File: src/ddci_pkg_sync.sv
// Notes on behaviour
// (RULE1) Clock enable held for minimum pulse edges
// (RULE2) Unlisted state and enable sequences are unsupported
// (RULE3) Power-down entry or exit needs deselect/no-op
// (RULE4) No internal refresh while in power-down
// (RULE5) Only deselect/no-op during self-refresh exit period
// (RULE6) Reads and termination wait for lock exit time
// (RULE7) First write waits 512 cycles after exit
// (RULE8) Self refresh only from all-banks-idle state
// (RULE9) Closed banks give precharge power-down, else active
// (RULE10) Idle: banks closed, no burst, enable high
// (RULE11) Termination ignored by transitions, off in self refresh
// (RULE12) Write mask low writes byte, high inhibits
// (RULE13) Reset held at least 200 us
// (RULE14) Clock enable low 10 ns before reset release
// (RULE15) Wait 500 us after reset before enable
// (RULE16) Stable clock and no-op before enable rises
// (RULE17) Enable stays high until initialisation ends
// (RULE18) Termination high impedance until enable first high
// (RULE19) Termination input static during initialisation
// (RULE20) Reset exit time before first mode load
// (RULE21) Mode words loaded in order 2,3,1,0
// (RULE22) Long calibration, then lock and calibration wait
// (RULE23) Commands decoded from strobes at rising edge
// (RULE24) Mode load is all strobes low
// (RULE25) Refresh with enable falling enters self refresh
// (RULE26) Flag commands arriving in forbidden states
`timescale 1ns/1ps
`default_nettype none
package ddci_pkg;
	localparam int CLK_PERIOD_NS      = 10;
	localparam int T_RESET_HOLD_US    = 200;
	localparam int T_CKE_WAIT_US      = 500;
	localparam int T_CKE_SETUP_NS     = 10;
	localparam int RESET_HOLD_CYC     =
		(T_RESET_HOLD_US * 1000 + CLK_PERIOD_NS - 1) / CLK_PERIOD_NS;
	localparam int CKE_WAIT_CYC       =
		(T_CKE_WAIT_US * 1000 + CLK_PERIOD_NS - 1) / CLK_PERIOD_NS;
	localparam int CKE_SETUP_CYC_RAW  =
		(T_CKE_SETUP_NS + CLK_PERIOD_NS - 1) / CLK_PERIOD_NS;
	localparam int CKE_SETUP_CYC      =
		(CKE_SETUP_CYC_RAW < 1) ? 1 : CKE_SETUP_CYC_RAW;
	localparam int XPR_MIN_NCK        = 5;
	localparam int WR_AFTER_SR_NCK    = 512;
	// Plain defaults for timings given elsewhere
	localparam int DEF_CKE_MIN_NCK    = 3;
	localparam int DEF_XS_NCK         = 100;
	localparam int DEF_XSDLL_NCK      = 512;
	localparam int DEF_DLLK_NCK       = 512;
	localparam int DEF_ZQINIT_NCK     = 512;
	localparam int CNT_W              = 20;
	localparam int PIN_W              = 14;
	// Bank select codes of the mode words
	localparam logic [2:0] BA_MW0     = 3'h0;
	localparam logic [2:0] BA_MW1     = 3'h1;
	localparam logic [2:0] BA_MW2     = 3'h2;
	localparam logic [2:0] BA_MW3     = 3'h3;
	// Sticky error flag positions
	localparam int ERR_RST_SHORT      = 0;
	localparam int ERR_CKE_AT_REL     = 1;
	localparam int ERR_CKE_EARLY      = 2;
	localparam int ERR_CKE_PULSE      = 3;
	localparam int ERR_XCMD           = 4;
	localparam int ERR_ORDER          = 5;
	localparam int ERR_CKE_DROP       = 6;
	localparam int ERR_ODT_MOVE       = 7;
	localparam int ERR_EARLY_RD       = 8;
	localparam int ERR_EARLY_WR       = 9;
	localparam int ERR_SR_ENTRY       = 10;
	localparam int ERR_ILLEGAL        = 11;
	localparam int ERR_NOP_FIRST      = 12;
	localparam int ERR_XPR_EARLY      = 13;
	localparam int ERR_W              = 14;

	typedef enum logic [3:0] {
		ST_RESET   = 4'h0,
		ST_WAIT    = 4'h1,
		ST_XPR     = 4'h2,
		ST_MR3     = 4'h3,
		ST_MR1     = 4'h4,
		ST_MR0     = 4'h5,
		ST_ZQ      = 4'h6,
		ST_LOCK    = 4'h7,
		ST_OPER    = 4'h8,
		ST_PD_PRE  = 4'h9,
		ST_PD_ACT  = 4'hA,
		ST_SR      = 4'hB,
		ST_SR_EXIT = 4'hC
	} ddci_state_type;

	typedef enum logic [3:0] {
		CMD_MODE = 4'h0,
		CMD_REF  = 4'h1,
		CMD_PRE  = 4'h2,
		CMD_ACT  = 4'h3,
		CMD_WR   = 4'h4,
		CMD_RD   = 4'h5,
		CMD_ZQ   = 4'h6,
		CMD_NOP  = 4'h7,
		CMD_DES  = 4'h8
	} ddci_cmd_type;

	// Command from the four strobes at one edge
	function automatic ddci_cmd_type ddci_decode(
		input logic cs_n,
		input logic ras_n,
		input logic cas_n,
		input logic we_n
	);
		if (cs_n)
			return CMD_DES;
		return ddci_cmd_type'({1'b0, ras_n, cas_n, we_n});
	endfunction : ddci_decode
endpackage : ddci_pkg

// Two-stage synchroniser for pin inputs
module ddci_sync
	import ddci_pkg::*;
#(
	parameter int W = 1
) (
	input  wire logic         clk_sys,
	input  wire logic         reset,
	input  wire logic [W-1:0] async_in,
	output var  logic [W-1:0] sync_out
);
	logic [W-1:0] meta_q;

	// First stage feeds only the second
	always_ff @(posedge clk_sys)
	begin
		if (reset)
		begin
			meta_q   <= '0;
			sync_out <= '0;
		end
		else
		begin
			meta_q   <= async_in;
			sync_out <= meta_q;
		end
	end
endmodule : ddci_sync
`default_nettype wire
File: src/ddci_core.sv
`timescale 1ns/1ps
`default_nettype none
module ddci_core
	import ddci_pkg::*;
#(
	parameter int RESET_HOLD_CYCLES = RESET_HOLD_CYC,
	parameter int CKE_WAIT_CYCLES   = CKE_WAIT_CYC,
	parameter int CKE_MIN_NCK       = DEF_CKE_MIN_NCK,
	parameter int XS_NCK            = DEF_XS_NCK,
	parameter int XSDLL_NCK         = DEF_XSDLL_NCK,
	parameter int DLLK_NCK          = DEF_DLLK_NCK,
	parameter int ZQINIT_NCK        = DEF_ZQINIT_NCK
) (
	input  wire logic             clk_sys,
	input  wire logic             reset,
	input  wire logic             dram_reset_n,
	input  wire logic             clk_en,
	input  wire logic             chip_sel_n,
	input  wire logic             row_strobe_n,
	input  wire logic             col_strobe_n,
	input  wire logic             write_en_n,
	input  wire logic [2:0]       bank_sel,
	input  wire logic             addr_a0,
	input  wire logic             addr_a8,
	input  wire logic             addr_a10,
	input  wire logic             termination_ctrl,
	input  wire logic             write_mask,
	input  wire logic             banks_open,
	input  wire logic             burst_active,
	input  wire logic [ERR_W-1:0] err_clear,
	output var  logic [3:0]       state_code,
	output var  logic             init_done,
	output var  logic             idle,
	output var  logic             power_down,
	output var  logic             precharge_pd,
	output var  logic             internal_refresh,
	output var  logic             termination_on,
	output var  logic             write_byte_en,
	output var  logic [ERR_W-1:0] err_flags
);
	localparam int XPR_NCK  = (XS_NCK > XPR_MIN_NCK) ? XS_NCK : XPR_MIN_NCK;
	localparam int LOCK_NCK = (DLLK_NCK > ZQINIT_NCK) ? DLLK_NCK : ZQINIT_NCK;
	localparam logic [CNT_W-1:0] RST_LIM   = CNT_W'(RESET_HOLD_CYCLES);
	localparam logic [CNT_W-1:0] WAIT_LIM  = CNT_W'(CKE_WAIT_CYCLES);
	localparam logic [CNT_W-1:0] PULSE_LIM = CNT_W'(CKE_MIN_NCK);
	localparam logic [CNT_W-1:0] SETUP_LIM = CNT_W'(CKE_SETUP_CYC);
	localparam logic [CNT_W-1:0] XPR_LIM   = CNT_W'(XPR_NCK);
	localparam logic [CNT_W-1:0] XS_LAST   = CNT_W'(XS_NCK - 1);
	localparam logic [CNT_W-1:0] XSDLL_LIM = CNT_W'(XSDLL_NCK);
	localparam logic [CNT_W-1:0] WR_LIM    = CNT_W'(WR_AFTER_SR_NCK);
	localparam logic [CNT_W-1:0] LOCK_LAST = CNT_W'(LOCK_NCK - 1);

	// Refuse timings the counters cannot hold
	if (RESET_HOLD_CYCLES < 1 || CKE_WAIT_CYCLES < 1 || CKE_MIN_NCK < 1 ||
		XS_NCK < 1 || XSDLL_NCK < 1 || LOCK_NCK < 1 ||
		RESET_HOLD_CYCLES >= 2**CNT_W || CKE_WAIT_CYCLES >= 2**CNT_W ||
		XSDLL_NCK >= 2**CNT_W || LOCK_NCK >= 2**CNT_W)
	begin : g_bad_timing
		$error("ddci_core: timing parameter out of range");
	end

	logic [PIN_W-1:0] pins_s;
	logic             rst_n_s;
	logic             cke_s;
	logic             cs_s;
	logic             ras_s;
	logic             cas_s;
	logic             we_s;
	logic [2:0]       ba_s;
	logic             a0_s;
	logic             a8_s;
	logic             a10_s;
	logic             odt_s;
	logic             wmask_s;

	// Pin inputs cross into the sampling clock
	ddci_sync #(
		.W (PIN_W)
	) u_pin_sync (
		.clk_sys  (clk_sys),
		.reset    (reset),
		.async_in ({dram_reset_n, clk_en, chip_sel_n, row_strobe_n,
			col_strobe_n, write_en_n, bank_sel, addr_a0, addr_a8,
			addr_a10, termination_ctrl, write_mask}),
		.sync_out (pins_s)
	);
	assign {rst_n_s, cke_s, cs_s, ras_s, cas_s, we_s, ba_s,
		a0_s, a8_s, a10_s, odt_s, wmask_s} = pins_s;

	ddci_state_type   state_q, state_d;
	logic [CNT_W-1:0] tmr_q, tmr_d;
	logic [CNT_W-1:0] sr_q, sr_d;
	logic [CNT_W-1:0] hold_q, hold_d;
	logic             cke_prev_q, cke_prev_d;
	logic             prev_nop_q, prev_nop_d;
	logic             odt_ref_q, odt_ref_d;
	logic             init_done_q, init_done_d;
	logic             idle_q, idle_d;
	logic             pd_q, pd_d;
	logic             ppd_q, ppd_d;
	logic             iref_q, iref_d;
	logic             term_q, term_d;
	logic             wbe_q, wbe_d;
	logic [ERR_W-1:0] err_q, err_d;
	logic [ERR_W-1:0] set;
	ddci_cmd_type     cmd;
	logic             nop_like;
	logic             cke_fall;

	// Saturating count of clock edges
	function automatic logic [CNT_W-1:0] inc(input logic [CNT_W-1:0] v);
		return (&v) ? v : v + 1'b1;
	endfunction : inc

	// Mode load aimed at one mode word
	function automatic logic mode_ld(input ddci_cmd_type c,
		input logic [2:0] ba, input logic [2:0] want);
		return (c == CMD_MODE) && (ba == want);
	endfunction : mode_ld

	assign cmd      = ddci_decode(cs_s, ras_s, cas_s, we_s); // [RULE23]
	assign nop_like = (cmd == CMD_NOP) || (cmd == CMD_DES);
	assign cke_fall = cke_prev_q && !cke_s;

	// Next state, timers and error detection
	always_comb
	begin
		state_d    = state_q;
		tmr_d      = inc(tmr_q);
		sr_d       = inc(sr_q);
		hold_d     = (cke_s == cke_prev_q) ? inc(hold_q) : CNT_W'(1);
		odt_ref_d  = odt_ref_q;
		cke_prev_d = cke_s;
		prev_nop_d = nop_like;
		set        = '0;
		if (state_q != ST_RESET && cke_s != cke_prev_q && hold_q < PULSE_LIM)
			set[ERR_CKE_PULSE] = 1'b1; // [RULE1] [RULE26]
		if (state_q inside {ST_XPR, ST_MR3, ST_MR1, ST_MR0, ST_ZQ, ST_LOCK})
		begin
			if (!cke_s)
				set[ERR_CKE_DROP] = 1'b1; // [RULE17]
			if (odt_s != odt_ref_q)
				set[ERR_ODT_MOVE] = 1'b1; // [RULE19]
		end
		if (!rst_n_s)
		begin
			if (state_q != ST_RESET)
				tmr_d = '0;
			state_d = ST_RESET;
		end
		else
		begin
			case (state_q)
				ST_RESET:
				begin
					if (tmr_q < RST_LIM)
						set[ERR_RST_SHORT] = 1'b1; // [RULE13]
					if (cke_s || cke_prev_q || hold_q < SETUP_LIM)
						set[ERR_CKE_AT_REL] = 1'b1; // [RULE14]
					state_d = ST_WAIT;
					tmr_d   = '0;
				end
				ST_WAIT:
				begin
					if (cke_s)
					begin
						if (tmr_q < WAIT_LIM)
							set[ERR_CKE_EARLY] = 1'b1; // [RULE15]
						if (!prev_nop_q)
							set[ERR_NOP_FIRST] = 1'b1; // [RULE16]
						state_d   = ST_XPR;
						tmr_d     = '0;
						odt_ref_d = odt_s;
					end
				end
				ST_XPR:
				begin
					if (!nop_like)
					begin
						if (tmr_q < XPR_LIM)
							set[ERR_XPR_EARLY] = 1'b1; // [RULE20]
						if (mode_ld(cmd, ba_s, BA_MW2)) // [RULE24]
							state_d = ST_MR3; // [RULE21]
						else
							set[ERR_ORDER] = 1'b1;
					end
				end
				ST_MR3:
				begin
					if (!nop_like)
					begin
						if (mode_ld(cmd, ba_s, BA_MW3))
							state_d = ST_MR1; // [RULE21]
						else
							set[ERR_ORDER] = 1'b1;
					end
				end
				ST_MR1:
				begin
					if (!nop_like)
					begin
						if (mode_ld(cmd, ba_s, BA_MW1) && !a0_s)
							state_d = ST_MR0; // [RULE21]
						else
							set[ERR_ORDER] = 1'b1;
					end
				end
				ST_MR0:
				begin
					if (!nop_like)
					begin
						if (mode_ld(cmd, ba_s, BA_MW0) && a8_s)
							state_d = ST_ZQ; // [RULE21]
						else
							set[ERR_ORDER] = 1'b1;
					end
				end
				ST_ZQ:
				begin
					if (!nop_like)
					begin
						if (cmd == CMD_ZQ && a10_s)
						begin
							state_d = ST_LOCK; // [RULE22]
							tmr_d   = '0;
						end
						else
							set[ERR_ORDER] = 1'b1;
					end
				end
				ST_LOCK:
				begin
					if (!nop_like)
						set[ERR_ORDER] = 1'b1;
					if (tmr_q >= LOCK_LAST)
						state_d = ST_OPER; // [RULE22]
				end
				ST_OPER:
				begin
					if ((cmd == CMD_RD || odt_s) && sr_q < XSDLL_LIM)
						set[ERR_EARLY_RD] = 1'b1; // [RULE6]
					if (cmd == CMD_WR && sr_q < WR_LIM)
						set[ERR_EARLY_WR] = 1'b1; // [RULE7]
					if (cke_fall)
					begin
						if (nop_like) // [RULE3]
							state_d = banks_open ? ST_PD_ACT : ST_PD_PRE; // [RULE9]
						else if (cmd == CMD_REF)
						begin
							if (idle_q)
								state_d = ST_SR; // [RULE25]
							else
								set[ERR_SR_ENTRY] = 1'b1; // [RULE8]
						end
						else
							set[ERR_XCMD] = 1'b1; // [RULE3]
					end
				end
				ST_PD_PRE, ST_PD_ACT:
				begin
					if (cke_s)
					begin
						if (nop_like)
							state_d = ST_OPER;
						else
							set[ERR_XCMD] = 1'b1; // [RULE3]
					end
				end
				ST_SR:
				begin
					if (cke_s)
					begin
						if (nop_like)
						begin
							state_d = ST_SR_EXIT;
							sr_d    = '0;
						end
						else
							set[ERR_XCMD] = 1'b1; // [RULE5]
					end
				end
				ST_SR_EXIT:
				begin
					if (!nop_like)
						set[ERR_XCMD] = 1'b1; // [RULE5]
					if (!cke_s)
						set[ERR_ILLEGAL] = 1'b1; // [RULE2]
					if (sr_q >= XS_LAST)
						state_d = ST_OPER;
				end
				default:
				begin
					state_d          = ST_RESET;
					set[ERR_ILLEGAL] = 1'b1; // [RULE2]
				end
			endcase
		end
		err_d = (err_q & ~err_clear) | set;
		init_done_d = state_d inside {ST_OPER, ST_PD_PRE, ST_PD_ACT,
			ST_SR, ST_SR_EXIT};
		idle_d = (state_d == ST_OPER) && !banks_open && !burst_active &&
			cke_s; // [RULE10]
		pd_d   = state_d inside {ST_PD_PRE, ST_PD_ACT};
		ppd_d  = state_d == ST_PD_PRE;
		iref_d = state_d == ST_SR; // [RULE4]
		term_d = odt_s && !(state_d inside {ST_RESET, ST_WAIT, ST_SR}); // [RULE18] [RULE11]
		wbe_d  = !wmask_s; // [RULE12]
	end

	// Register all state and outputs
	always_ff @(posedge clk_sys)
	begin
		if (reset)
		begin
			state_q     <= ST_RESET;
			tmr_q       <= '0;
			sr_q        <= '1;
			hold_q      <= '0;
			cke_prev_q  <= 1'b0;
			prev_nop_q  <= 1'b0;
			odt_ref_q   <= 1'b0;
			init_done_q <= 1'b0;
			idle_q      <= 1'b0;
			pd_q        <= 1'b0;
			ppd_q       <= 1'b0;
			iref_q      <= 1'b0;
			term_q      <= 1'b0;
			wbe_q       <= 1'b0;
			err_q       <= '0;
		end
		else
		begin
			state_q     <= state_d;
			tmr_q       <= tmr_d;
			sr_q        <= sr_d;
			hold_q      <= hold_d;
			cke_prev_q  <= cke_prev_d;
			prev_nop_q  <= prev_nop_d;
			odt_ref_q   <= odt_ref_d;
			init_done_q <= init_done_d;
			idle_q      <= idle_d;
			pd_q        <= pd_d;
			ppd_q       <= ppd_d;
			iref_q      <= iref_d;
			term_q      <= term_d;
			wbe_q       <= wbe_d;
			err_q       <= err_d;
		end
	end

	assign state_code       = state_q;
	assign init_done        = init_done_q;
	assign idle             = idle_q;
	assign power_down       = pd_q;
	assign precharge_pd     = ppd_q;
	assign internal_refresh = iref_q;
	assign termination_on   = term_q;
	assign write_byte_en    = wbe_q;
	assign err_flags        = err_q;
endmodule : ddci_core
`default_nettype wire

File: config.mk
export PLATFORM = sky130hd
export DESIGN_NAME = ddci_core
export DESIGN_NICKNAME = d
export VERILOG_FILES = /design/src/ddci_pkg_sync.sv /design/src/ddci_core.sv
export SDC_FILE = /design/constraint.sdc
export NUM_CORES = 1
export LEC_CHECK = 0
export BUFFER_PORTS_ARGS = -buffer_cell sky130_fd_sc_hd__buf_4
export CELL_PAD_IN_SITES_DETAIL_PLACEMENT = 0
export CELL_PAD_IN_SITES_GLOBAL_PLACEMENT = 1
export CORE_MARGIN = 2
export CORE_UTILIZATION = 28
export CTS_BUF_LIST = sky130_fd_sc_hd__clkbuf_8
export DETAILED_ROUTE_END_ITERATION = 10
export PLACE_DENSITY_LB_ADDON = 0.1
export SETUP_SLACK_MARGIN = 0.4
export SYNTH_ARGS = -nofsm -noshare
export SYNTH_HDL_FRONTEND = slang
export SYNTH_SLANG_ARGS = --single-unit
File: constraint.sdc
create_clock -name clk_sys -period 6.4 [get_ports clk_sys]
set_input_delay 0.96 -clock clk_sys [delete_from_list [all_inputs] [get_ports clk_sys]]
set_output_delay 0.96 -clock clk_sys [all_outputs]
set_load 0.01 [all_outputs]
Word level (Yosys, flattened, before mapping) --
Cells that the tools add are included.
Cells by class: add/sub/neg operators 3, magnitude comparators 8, equal/unequal tests 31, muxes and demuxes 85, bitwise logic cells 4, reduce and logical (&&, ||, !) cells 43
Operators with widths (count):
- $mux W20 | 11
- $mux W4 | 24
- $add A20 B1 Y20 const B | 3
- $pmux W20 S3 | 1
- $reduce_and A20 Y1 | 3
- $pmux W4 S12 | 1
- $eq A4 B4 Y1 const B | 11
- $mux W1 | 38
- $eq A4 B3 Y1 const B | 8
- $ge A20 B7 Y1 const B | 1
- $ge A20 B9 Y1 const B | 1
- $lt A20 B1 Y1 const B | 1
- $lt A20 B10 Y1 const B | 1
- $lt A20 B15 Y1 const B | 1
- $lt A20 B16 Y1 const B | 1
- $lt A20 B2 Y1 const B | 1
- $lt A20 B7 Y1 const B | 1
- $logic_and A1 B1 Y1 | 16
- $and A14 B14 Y14 | 1
- $not A14 Y14 | 1
- $or A14 B14 Y14 | 1
- $eq A4 B1 Y1 const B | 3
- $logic_not A4 Y1 | 3
- $reduce_or A12 Y1 | 1
- 24 further kinds | 40
Word-level totals: register bits after elaboration 116, input port bits 32, logic and storage cells 192

Logic depth before layout (Yosys ltp) --
depth after elaboration 13, mapped depth 10, mapped depth without buffers 9

By module --
From an unflattened synthesis, not the netlist that was laid out.
Unflattened totals: cells, all modules 640, area total of the unflattened synthesis 5591.6 um2
Modules (own cells, without submodules):
- ddci_core | instances 1, cells each 582, area each 4813.4 um2, sequential area each 1761.7 um2
- ddci_sync | instances 1, cells each 58, area each 778.2 um2, sequential area each 560.5 um2

Worst setup path after synthesis --
OpenSTA, ideal clock, no wires.
path type reg-to-reg, from reg tmr_q[19], to reg term_q, in the netlist termination_on, library setup time 63 ps, arrival time 2299 ps, data required time 6337 ps, slack 4038 ps, cell stages (with the launch flop) 7, cells stage by stage dfxtp_1 or4_4 or4b_4 o31a_1 a41o_1 or3b_1 nand3_1
On the way: longest elaborated chain between the ends 8, elaborated cells between the ends (all ways) 10, classes of those cells order compare: 1; eq/ne: 2; mux: 3; reduce/logical: 4
Ends and longest elaborated chain:
- start: declaration | line ddci_core.sv:91 | logic [CNT_W-1:0] tmr_q, tmr_d;
- start signal: assignment | line ddci_core.sv:334 | tmr_q <= tmr_d;
- $ge A20 B9 Y1 * | line ddci_core.sv:235 | if (tmr_q >= LOCK_LAST)
- $mux W4 * | line ddci_core.sv:235
- $pmux W4 S12 * | line ddci_core.sv:153 | case (state_q)
- $mux W4 * | line ddci_core.sv:145 | if (!rst_n_s)
- $eq A4 B1 Y1, or another cell as far along | line ddci_core.sv:306 | term_d = odt_s && !(state_d inside {ST_RESET, ST_WAIT, ST_SR});
- $reduce_bool A3 Y1 * | line ddci_core.sv:306
- $logic_not A1 Y1 * | line ddci_core.sv:306
- $logic_and A1 B1 Y1 * | line ddci_core.sv:306
- end signal: assignment | line ddci_core.sv:345 | term_q <= term_d;
- end: declaration | line ddci_core.sv:102 | logic term_q, term_d;
Every way passes the cells marked *; elsewhere a longest branch is shown, timed or not. A chain may end at the register's enable or synchronous reset.

Worst setup path after layout --
Ends and elaborated chain as after synthesis.

==> out/results.ini <==
[placed_design]
dpl.hpwl_microns=9230
gp_routability_congestion=0.792
io_buffer_count=56

[pwr]
power_switching_mw=0.527
ir_drop_uv=141
power.density_nw_per_um2=317
leakagePower_nw=2.55
combPwrFrac_pct=16.7
finalPower_mw=2.03
clockPowerShare_pct=42.5
seqPwrFrac_pct=40.7
internal_power_mw=1.50
switching_share_pct=25.9

[clock_network]
postCtsSetupRepairBufs=0
cts_resized=0
cts.clk_slew.worst_paths_ns=0.07
hold_buffers=0
clk_latency_ns=0.44
cts_made_buffers=17
htree_levels=4
clock_sinks=116
cts_root_buf=clkbuf_8
cts_tree=done
clk_path_buf_depth=2

[worst_setup_path]
critPathSlowestCell=or4_4
path_delay_family=simple AND/OR/NAND/NOR gates
path_cells=or4_4 > or4b_4 > o31a_1 > a41o_1 > or3b_1 > nand3_1
path_buf_inv=0
crit_required_ns=6.78
crit_type=reg -> reg
critical_path.startpoint_type=register
cp-end-kind=register
cp_max_fo=7
arrival_ns=2.92
cpPeakStageDelay_ns=0.58

[die]
initial_core_util_pct=28.4
row_count=50
die_h_microns=141
pin_count=57
die_area_sq_um=19900
die-width_microns=141
core_sq_um=18600

[status]
status=finished clean

[cells_and_area]
nNetsFinal=703
num_antenna_cells=0
area_delta_synth_final_pct=21.6
layout-drive-gt1-share_pct=14.0

[global_route]
gr-usage-all-layers_pct=14.0
gr-total-overflow=0
grt_max_degree=68
antenna_found_initial=0
grt_pass1_wl_microns=21800
first_global_vias=4345

[logic_synthesis]
synthCells=615
synth_top_area_cell=dfxtp_1
ys_ff_latch=116
synth_cell_type_count=58
synthesis.nets=653
synth_warnings=0
netlist_top_cells_area=dfxtp_1 44%, nor2_1 5.2%, xnor2_1 4.3%, nor2b_1 4.3%, xor2_1 3.5%
synth_edf_count=0
ys.flop_type=dfxtp_1
ys_seq_area_share_pct=44.0
synthTopCellsByCount=116 x dfxtp_1, 73 x nor2_1, 40 x nand2_1
synth_area_sq_um=5270
syn_avg_cell_area_sq_um=8.58
synth_top_area_share_pct=44.0
async_flop_share_pct=0
synth.most_common_cell=dfxtp_1

[hold_path]
worstHoldPathType=reg -> reg

[route]
drc_errors=0
drt-initial-drc-count=358
drtPass1Iterations=4
routed_wl_microns=13300
routed_via_density=4.87
vias=4439
ant_nets=0
wl_per_cell_microns=14.6

[sta]
drv_slew=0
finalHoldViolCount=0
min_period_ns=2.54
rsz0062_at_grt=false
fin_skew_ns=0.0127
setup_viol=0
worst_pin_slew_ns=1.06
relSlewSlack_pct=29.1
finalSetupTns_ns=0
period_share_pct=39.7
fmax_ghz=0.394

[flow_run]
drv_cap=0

[worst paths after layout]
kind | start | end | slack [ns] | depth (start not counted)
setup / recovery | tmr_q[19] | termination_on | 3.86 | 6
hold / removal | u_pin_sync.sync_out[0] | write_byte_en | 0.40 | 1
setup reg to reg | tmr_q[19] | termination_on | 3.86 | 6
hold reg to reg | u_pin_sync.sync_out[0] | write_byte_en | 0.40 | 1
[layout by cell type, fill, tap and decap left out, types with 3 or more instances in the layout]
cell,n
mux2i_1,8
nor3_1,29
o21bai_1,15
bufinv_16,7
and4_1,8
inv_1,21
o21ai_0,16
a21oi_1,27
or3_1,3
buf_4,56
dfxtp_1,116
nand2_1,40
clkbuf_8,20
nor2b_1,36
nand4_1,18
or4_1,4
nor2_1,73
or2_2,4
and2_1,3
nand3_1,26
o211ai_1,4
nor4b_1,3
nor4_1,15
a31oi_1,9
ha_1,6
and3_1,13
xor2_1,21
nand2b_1,10
xnor2_1,26
[flip-flops by register name (all words and copies together), names as in the netlist]
signal               cells
write_byte_en            1
state_code               4
odt_ref_q                1
u_pin_sync.sync_out     14
prev_nop_q               1
termination_on           1
init_done                1
tmr_q                   20
idle                     1
u_pin_sync.meta_q       14
hold_q                  20
sr_q                    20
internal_refresh         1
cke_prev_q               1
err_flags               14
power_down               1
precharge_pd             1
[power by group through the flow]
stage / sequential [mW] / combinational (mW) / clock [mW]
6_report: 0.826 / 0.340 / 0.864
5_1_grt: 0.838 / 0.388 / 0.923
4_1_cts: 0.827 / 0.347 / 0.892
3_5_place_dp: 0.842 / 0.343 / 0
3_3_place_gp: 0.843 / 0.340 / 0
2_1_floorplan: 0.829 / 0.275 / 0
[area by class of cell]
cell class	instances	area, sq um
tap	234	293
multi-input combinational	455	2800
timing repair buffer	56	420
sequential	116	2320
fill	1933	12200
inverter	19	71.3
clock inverter	11	230
clock buffer	20	275
[worst register-to-register path, cell delays in order (launching register included)]
cell and delay, ns:
dfxtp_1 0.38, or4_4 0.58, or4b_4 0.57, o31a_1 0.28
a41o_1 0.24, or3b_1 0.36, nand3_1 0.08
[stage by stage]
step | setup slack [ns] | util (%) | std cells | hold slack [ns] | area [sq um]
after CTS | 3.86 | 34.5 | 911 | 0.397 | 6410
final | 3.86 | 34.5 | 911 | 0.398 | 6410
after global routing | 3.59 | 34.5 | 911 | 0.404 | 6410
after detailed placement | 3.73 | 31.8 | 880 | 0.370 | 5910
after floorplan | 4.04 | - | 615 | 0.368 | 5270
after global placement | 3.79 | 31.8 | 880 | 0.378 | 5910
[routing by layer]
metal	share of wire, %	vias to the layer above	track usage (%)
met5	0	-	0
met4	2.0	0	6.32
met3	4.2	19	4.01
met2	46	91	21.9
met1	48	2052	17.8
li1	-	2277	-
[cells by family after synthesis]
| logic type | count (synthesis) | synth area share (%) |
|---|---|---|
| compound gates | 97 | 12.1 |
| xor+xnor | 47 | 7.81 |
| fa+ha+maj | 6 | 1.42 |
| buf+inv | 44 | 3.13 |
| flops | 116 | 44.0 |
| mux | 8 | 1.52 |
| simple gates | 297 | 29.9 |
Power figures use the tool's default switching activity.
